**src/common/svm_pkg.sv**
```systemverilog
package svm_pkg;
   // ==========================================
   // Register map and field positions
   // ==========================================
   localparam logic [19:0] CTRL_ADDR = 20'hFFFA9;
   localparam logic [19:0] LEVEL_ADDR = 20'hFFFAA;
   localparam int REW_EN_BIT = 7;
   localparam int MASK_BIT = 1;
   localparam int FLAG_BIT = 0;
   localparam int BEH_BIT = 7;
   localparam int THR_BIT = 0;
   localparam logic [7:0] CTRL_RST = 8'h00;
   localparam logic [7:0] LVL_RST_COMB = 8'h00;
   localparam logic [7:0] LVL_RST_RSTM = 8'h81;
   localparam logic [7:0] LVL_RST_INTM = 8'h01;
   localparam logic [7:0] RD_NONE = 8'h00;

   // ==========================================
   // Configuration byte layout
   // ==========================================
   localparam int CFG_MODE_LO = 0;
   localparam int CFG_LEVEL_LO = 2;
   localparam int CFG_RANGE_HI = 7;
   localparam logic [1:0] CFG_COMB = 2'h2;
   localparam logic [1:0] CFG_RSTM = 2'h3;
   localparam logic [1:0] CFG_INTM = 2'h1;
   localparam int LEVEL_COUNT = 10;

   // ==========================================
   // Timing
   // ==========================================
   localparam int CLK_NS = 50;
   localparam int SETTLE_NS = 300;
   localparam int SETTLE_CYC = (SETTLE_NS + CLK_NS - 1) / CLK_NS;

   typedef enum logic [1:0] {SVM_OFF, SVM_COMB, SVM_RSTM, SVM_INTM} svm_mode_t;
endpackage : svm_pkg

```
**src/rtl/svm_ctrl.sv**
```systemverilog
// Behaviour
// - Mode from config bits: 10,11,01
// - Threshold level chosen from config byte
// - Combined: irq below high, reset below low
// - Reset mode: reset while below single level
// - Interrupt mode: hold reset, then crossing irqs
// - Control bit 0 shows below-level state
// - Monitor reset sets reset-cause bit 0
// - Control clears unless monitor caused reset
// - Control bits 0 and 1 read-only
// - Control bit 7 gates level writes, masks
// - Mask flag only in combined mode
// - Level bit 7 behaviour, bit 0 threshold
// - Bit and byte writes both accepted
// - Level bit 0 one selects low level
// - Level reset value depends on mode
// - Combined mode auto-switches level bits
module svm_ctrl import svm_pkg::*; #(
   parameter int SETTLE_CYCLES = SETTLE_CYC
) (
   input wire logic clock,
   input wire logic rst,
   input wire logic [7:0] cfg_byte,
   input wire logic cmp_below_high,
   input wire logic cmp_below_low,
   input wire logic [19:0] reg_addr,
   input wire logic reg_wr,
   input wire logic reg_bit_op,
   input wire logic [2:0] reg_bit_sel,
   input wire logic [7:0] reg_wdata,
   input wire logic reg_rd,
   input wire logic cause_clear,
   output logic [7:0] reg_rdata,
   output logic monitor_reset_req,
   output logic undervoltage_irq,
   output logic monitor_reset_cause,
   output logic [3:0] threshold_code
);
   // ==========================================
   // State
   // ==========================================
   typedef struct packed {
      logic s1_hi;
      logic s2_hi;
      logic p_hi;
      logic s1_lo;
      logic s2_lo;
      logic p_lo;
      svm_mode_t mode;
      logic [3:0] thr_code;
      logic rew_en;
      logic beh;
      logic thr;
      logic [7:0] settle;
      logic rst_req;
      logic irq;
      logic cause;
      logic [7:0] rdata;
   } svm_state_t;

   svm_state_t st;
   svm_state_t next_st;

   // Single-bit writes touch one position, byte writes all eight
   function automatic logic [7:0] merge(input logic [7:0] old, input logic [7:0] wd,
                                        input logic bit_op, input logic [2:0] sel);
      logic [7:0] res;
      res = old;
      if (bit_op) begin
         res[sel] = wd[sel];
      end else begin
         res = wd;
      end
      return res;
   endfunction

   // Mode decode of the two config bits when bit 7 is clear; anything else is monitor off
   function automatic svm_mode_t decode_mode(input logic [7:0] cfg);
      svm_mode_t m;
      m = SVM_OFF;
      if (!cfg[CFG_RANGE_HI]) begin
         case (cfg[CFG_MODE_LO +: 2])
            CFG_COMB: m = SVM_COMB;
            CFG_RSTM: m = SVM_RSTM;
            CFG_INTM: m = SVM_INTM;
            default: m = SVM_OFF;
         endcase
      end
      return m;
   endfunction

   logic masked;
   logic below_sel;
   logic mon_rst;
   logic ctrl_hit;
   logic level_hit;
   logic [7:0] ctrl_view;
   logic [7:0] level_view;
   logic [7:0] wr_val;

   // ==========================================
   // Derived views
   // ==========================================
   // A reset while our own request is high is a monitor reset
   assign mon_rst = rst && st.rst_req;
   assign masked = (st.mode == SVM_COMB) && (st.rew_en || st.settle != 8'h00);
   // Combined mode watches the selected level, reset and interrupt modes the single one, off mode none
   assign below_sel = (st.mode == SVM_OFF) ? 1'b0 :
                      (st.mode == SVM_COMB && !st.thr) ? st.s2_hi : st.s2_lo;
   assign ctrl_hit = reg_addr == CTRL_ADDR;
   assign level_hit = reg_addr == LEVEL_ADDR;
   assign ctrl_view = {st.rew_en, 5'h00, masked, below_sel};
   assign level_view = {st.beh, 6'h00, st.thr};

   // ==========================================
   // Next-state logic
   // ==========================================
   // The monitor keeps running through its own reset; any other reset
   // restarts it from the config byte.
   always_comb begin
      next_st = st;
      wr_val = 8'h00;
      // Only the second stage and the previous-value flop feed logic, the first is never read elsewhere
      next_st.s1_hi = cmp_below_high;
      next_st.s2_hi = st.s1_hi;
      next_st.p_hi = st.s2_hi;
      next_st.s1_lo = cmp_below_low;
      next_st.s2_lo = st.s1_lo;
      next_st.p_lo = st.s2_lo;
      next_st.irq = 1'b0;
      if (st.settle != 8'h00) begin
         next_st.settle = st.settle - 8'h01;
      end

      // Register reads answer one cycle later; unmapped reads give zero
      next_st.rdata = RD_NONE;
      if (reg_rd && ctrl_hit) begin
         next_st.rdata = ctrl_view;
      end else if (reg_rd && level_hit) begin
         next_st.rdata = level_view;
      end

      // Control writes: only the rewrite enable, only in combined mode
      if (reg_wr && ctrl_hit && st.mode == SVM_COMB) begin
         wr_val = merge(ctrl_view, reg_wdata, reg_bit_op, reg_bit_sel);
         next_st.rew_en = wr_val[REW_EN_BIT];
      end
      // Level writes need the rewrite enable and combined mode
      if (reg_wr && level_hit && st.rew_en && st.mode == SVM_COMB) begin
         wr_val = merge(level_view, reg_wdata, reg_bit_op, reg_bit_sel);
         next_st.beh = wr_val[BEH_BIT];
         next_st.thr = wr_val[THR_BIT];
         if (wr_val[THR_BIT] != st.thr) begin
            next_st.settle = 8'(SETTLE_CYCLES);
         end
      end

      // Mode behaviour
      case (st.mode)
         SVM_COMB: begin
            if (st.s2_hi && !st.p_hi && !st.beh && !masked) begin
               next_st.irq = 1'b1;
               // Switch to low-level reset watching and let it settle
               next_st.beh = 1'b1;
               next_st.thr = 1'b1;
               next_st.settle = 8'(SETTLE_CYCLES);
            end
            if (st.s2_lo && !masked) begin
               next_st.rst_req = 1'b1;
            end else if (!st.s2_hi && st.rst_req) begin
               next_st.rst_req = 1'b0;
               // Back to high-level interrupt watching after the reset
               next_st.beh = 1'b0;
               next_st.thr = 1'b0;
               next_st.settle = 8'(SETTLE_CYCLES);
            end
         end
         SVM_RSTM: begin
            next_st.rst_req = st.s2_lo;
         end
         SVM_INTM: begin
            if (st.rst_req) begin
               next_st.rst_req = st.s2_lo;
               // Leaving the held reset is itself a rising crossing
               next_st.irq = !st.s2_lo;
            end else begin
               next_st.irq = st.s2_lo ^ st.p_lo;
            end
         end
         default: begin
            next_st.rst_req = 1'b0;
         end
      endcase

      // Cause flag: an asserted reset request wins over a clear
      if (next_st.rst_req) begin
         next_st.cause = 1'b1;
      end else if (cause_clear) begin
         next_st.cause = 1'b0;
      end

      // Non-monitor reset: reload from the config byte
      if (rst && !mon_rst) begin
         // Comparator flops keep tracking: zeroing them would read as supply
         // above level and let interrupt mode drop its held reset at once
         next_st.mode = decode_mode(cfg_byte);
         next_st.thr_code = {cfg_byte[CFG_RANGE_HI -: 2], cfg_byte[CFG_LEVEL_LO +: 2]};
         next_st.rew_en = CTRL_RST[REW_EN_BIT];
         next_st.settle = 8'h00;
         next_st.irq = 1'b0;
         next_st.cause = 1'b0;
         next_st.rdata = RD_NONE;
         // Interrupt mode holds its reset after any non-monitor reset
         next_st.rst_req = decode_mode(cfg_byte) == SVM_INTM;
         case (decode_mode(cfg_byte))
            SVM_COMB: begin
               next_st.beh = LVL_RST_COMB[BEH_BIT];
               next_st.thr = LVL_RST_COMB[THR_BIT];
            end
            SVM_RSTM: begin
               next_st.beh = LVL_RST_RSTM[BEH_BIT];
               next_st.thr = LVL_RST_RSTM[THR_BIT];
            end
            default: begin
               next_st.beh = LVL_RST_INTM[BEH_BIT];
               next_st.thr = LVL_RST_INTM[THR_BIT];
            end
         endcase
      end
   end

   // ==========================================
   // State register
   // ==========================================
   always_ff @(posedge clock) begin
      st <= next_st;
   end

   // Outputs straight from flops
   assign reg_rdata = st.rdata;
   assign monitor_reset_req = st.rst_req;
   assign undervoltage_irq = st.irq;
   assign monitor_reset_cause = st.cause;
   assign threshold_code = st.thr_code;
endmodule // svm_ctrl

```
**config.mk**
```make
export PLATFORM = sky130hd
export DESIGN_NAME = svm_ctrl
export DESIGN_NICKNAME = d
export VERILOG_FILES = /design/src/common/svm_pkg.sv /design/src/rtl/svm_ctrl.sv
export SDC_FILE = /design/constraint.sdc
export NUM_CORES = 1
export LEC_CHECK = 0
export BUFFER_PORTS_ARGS = -buffer_cell sky130_fd_sc_hd__clkbuf_2
export CAP_MARGIN = 40
export CORE_AREA = 2 2 59 61
export DETAILED_ROUTE_END_ITERATION = 10
export DIE_AREA = 0 0 61 63
export GPL_ROUTABILITY_DRIVEN = 0
export PLACE_DENSITY = 0.75
export SYNTH_ARGS = -nofsm -noshare
export SYNTH_HDL_FRONTEND = slang
export SYNTH_SLANG_ARGS = --single-unit
```
**constraint.sdc**
```tcl
create_clock -name clock -period 2.3 [get_ports clock]
set_input_delay 0.69 -clock clock [delete_from_list [all_inputs] [get_ports clock]]
set_output_delay 0.69 -clock clock [all_outputs]
set_load 0.02 [all_outputs]
```
==> impl_metrics.tcl <==
set metrics [dict create \
    synth.avg_cell_area_um2 9.67 \
    postSynthCellCount 152 \
    hold_depth 0 \
    period_needed_ns 1.87 \
    drc 0 \
    finalSetupViolCount 0 \
    stdcell_count 246 \
    synth-simple-area-share_pct 27.9 \
    holdWs_ns 0.331 \
    r2r-end "st[17]$_SDFF_PP0_" \
    cts_tree "yes" \
    die_area_mm2 0.00384 \
    syn2layout_area_growth_pct 19.0 \
    ir_drop_v 0.000636 \
    setup_tns_ns 0 \
    hold_viol_final 0 \
    num_rows 21 \
    max_freq_ghz 0.536 \
    clock_latency_ns 0.32 \
    synth_ff_type "dfxtp_1" \
    critPathMaxStageDelay_ns 0.41 \
    hold_path_class "register to register" \
    status "finished, final reports clean" \
    final_cell_mix "clkbuf_2, dfxtp_1, nor2_1" \
    yosysUniqueCellTypes 39 \
    crit_start "st[11]$_SDFF_PP0_" \
    worstHoldStart "next_st[29]$_DFF_P_" \
    worstPathArrival_ns 2.13 \
    rsz0062_at_grt "no" \
    final_common_cell "clkbuf_2" \
    port-buffer-count 48 \
    total_power_mw 1.43 \
    post-cts-setup-buffer-count 0 \
    wl_um 2790 \
    dp_cells 239 \
    fp.dieW_um 61 \
    power_density_mw_per_mm2 819 \
    h-tree-depth 2 \
    cts_max_path_buffers 2 \
    via_per_inst 4.91 \
    grt_pass1_wl_um 5020 \
    async_reset_ff_share_pct 0 \
    cts_root_buffer "clkbuf_4" \
    wl_per_cell_um 11.3 \
    timing.final.crit_share_pct 81.1 \
    numCtsBuffers 5 \
    cp.required_ns 2.56 \
    clkTransAtPathRegs_ns 0.08 \
    overflow 0 \
    die_height_um 63 \
    finClkSkew_ns 0.00508 \
    antenna_found_initial 0 \
    slew_viol_final 0 \
    synthAdderAreaFrac_pct 4.26 \
    tightest_slew_ns 0.582 \
    leakagePower_nw 0.801 \
    cp-end-kind "register" \
    critPathMostFrequentCell "nand4_1" \
    antenna_cells 0 \
    startpoint_type "register" \
    cts.sinks 29 \
    synth_compound_gate_area_share_pct 9.19 \
    ios 62 \
    cts_resized 0 \
    core_mm2 0.00323 \
    antenna_left 0 \
    start_util_pct 45.5 \
    synth_edf_count 6 \
    critPathSlowestCell "nor3b_1" \
    ys_warn_count 0 \
    r2r_cells 7 \
    nFillCells 310 \
    max_slew_margin_pct 60.2 \
    ys_ff_latch 29 \
    crit_type "register to register" \
    reg2reg_slack_ns 0.43 \
    crit_chain "inv_1, ha_1, nor3b_1, nand3_1, nand4_1, nand4_1, nor2_1" \
    cap_violations 0 \
    rr_startpoint "st[11]$_SDFF_PP0_" \
    synthXorXnorAreaFrac_pct 4.77 \
    synthMuxAreaShare_pct 1.36 \
    vias 1209 \
    drtPass1Iterations 4 \
    synth_top_family_by_area "simple AND/OR/NAND/NOR gates" \
    nets 252 \
    hold_buffers 0 \
    grt_use_total_pct 17.3 \
    hold_end "next_st[28]$_DFF_P_" \
    hpwl_um 2240 \
    grt_max_degree 12 \
    synth_area_mm2 0.00147 \
    synth_seq_area_share_pct 43.6 \
    drive_gt1_share_pct 31.5 \
    drt_iter0_drc 21 \
    grt_pass1_vias 1205 \
    crit_fanout 5 \
]
[final cells by class]
type,instances,area (µm²),share of cell area (%)
clock buffers,6,41.3,2.36
clock inverters,1,3.75,0.215
inverters,9,33.8,1.93
multi-input cells,105,717,41.0
flip-flops and latches,29,641,36.6
well taps,46,57.6,3.29
repair buffers,50,255,14.6
[state kept, by name, indices dropped and copies added (netlist names)]
| register | cells |
|---|---|
| reg_rdata | 3 |
| ctrl_view | 1 |
| threshold_code | 4 |
| st | 12 |
| monitor_reset_cause | 1 |
| level_view | 2 |
| next_st | 4 |
| monitor_reset_req | 1 |
| undervoltage_irq | 1 |
[kinds of logic after synthesis]
family / after synthesis
AND/OR/NAND/NOR: 64
AO/OA/AOI/OAI: 21
multiplexers: 2
flip-flops: 29
adder cells (fa/ha/maj): 5
XOR/XNOR: 8
buffers and inverters: 22
other: 1
[how the worst max path moves through the flow]
stage          slack [ns]                   endpoint
3_3_place_gp         0.22      level_view[7]$_DFF_P_
5_1_grt              0.24          st[16]$_SDFF_PP0_
4_1_cts              0.47          st[17]$_SDFF_PP0_
2_1_floorplan        0.44          st[11]$_SDFF_PP0_
6_report             0.43          st[17]$_SDFF_PP0_
3_5_place_dp         0.20  ctrl_view[7]$_SDFFE_PP0P_
[routing by layer]
| metal | global-route usage [%] | vias up | share of wire [%] |
|---|---|---|---|
| met4 | 7.88 | 0 | 2.8 |
| met5 | 0 | - | 0 |
| met1 | 21.9 | 541 | 44 |
| li1 | - | 623 | - |
| met3 | 5.18 | 9 | 6.2 |
| met2 | 26.6 | 36 | 47 |
[per-stage QoR]
| stage | instance area, µm² | utilization [%] | setup slack (ns) |
|---|---|---|---|
| after global placement | 1700 | 52.7 | 0.225 |
| final | 1750 | 54.1 | 0.434 |
| after detailed placement | 1700 | 52.7 | 0.205 |
| after CTS | 1750 | 54.1 | 0.468 |
| after floorplan | 1490 | - | 0.437 |
| after global routing | 1750 | 54.1 | 0.241 |
[synthesized netlist by cell type, types with 4 or more instances]
cell type	instances	share of area, %
nor2b_1	6	2.6
o21ai_0	4	1.4
xor2_1	5	3.0
ha_1	5	4.3
nand4_1	8	3.4
edfxtp_1	6	12
nor2_1	12	3.1
dfxtp_1	23	31
nor3_1	4	1.4
nand2_1	11	2.8
a21oi_1	6	2.0
buf_4	12	6.1
inv_1	9	2.3
[worst max-delay path: cells and delay by family, from the launching register on]
kind | cells | cell delay, ns
and+or+nand+nor | 5 | 1.19
buffers and inverters | 1 | 0.12
adders and majority gates | 1 | 0.15
DFF | 1 | 0.35
[where the power goes]
group          total, mW  switching (mW)  internal (mW)
logic              0.482           0.261          0.221
clock network      0.270           0.159          0.111
registers          0.680          0.0799          0.600
total               1.43           0.500          0.932
Power figures use the tool's default switching activity.
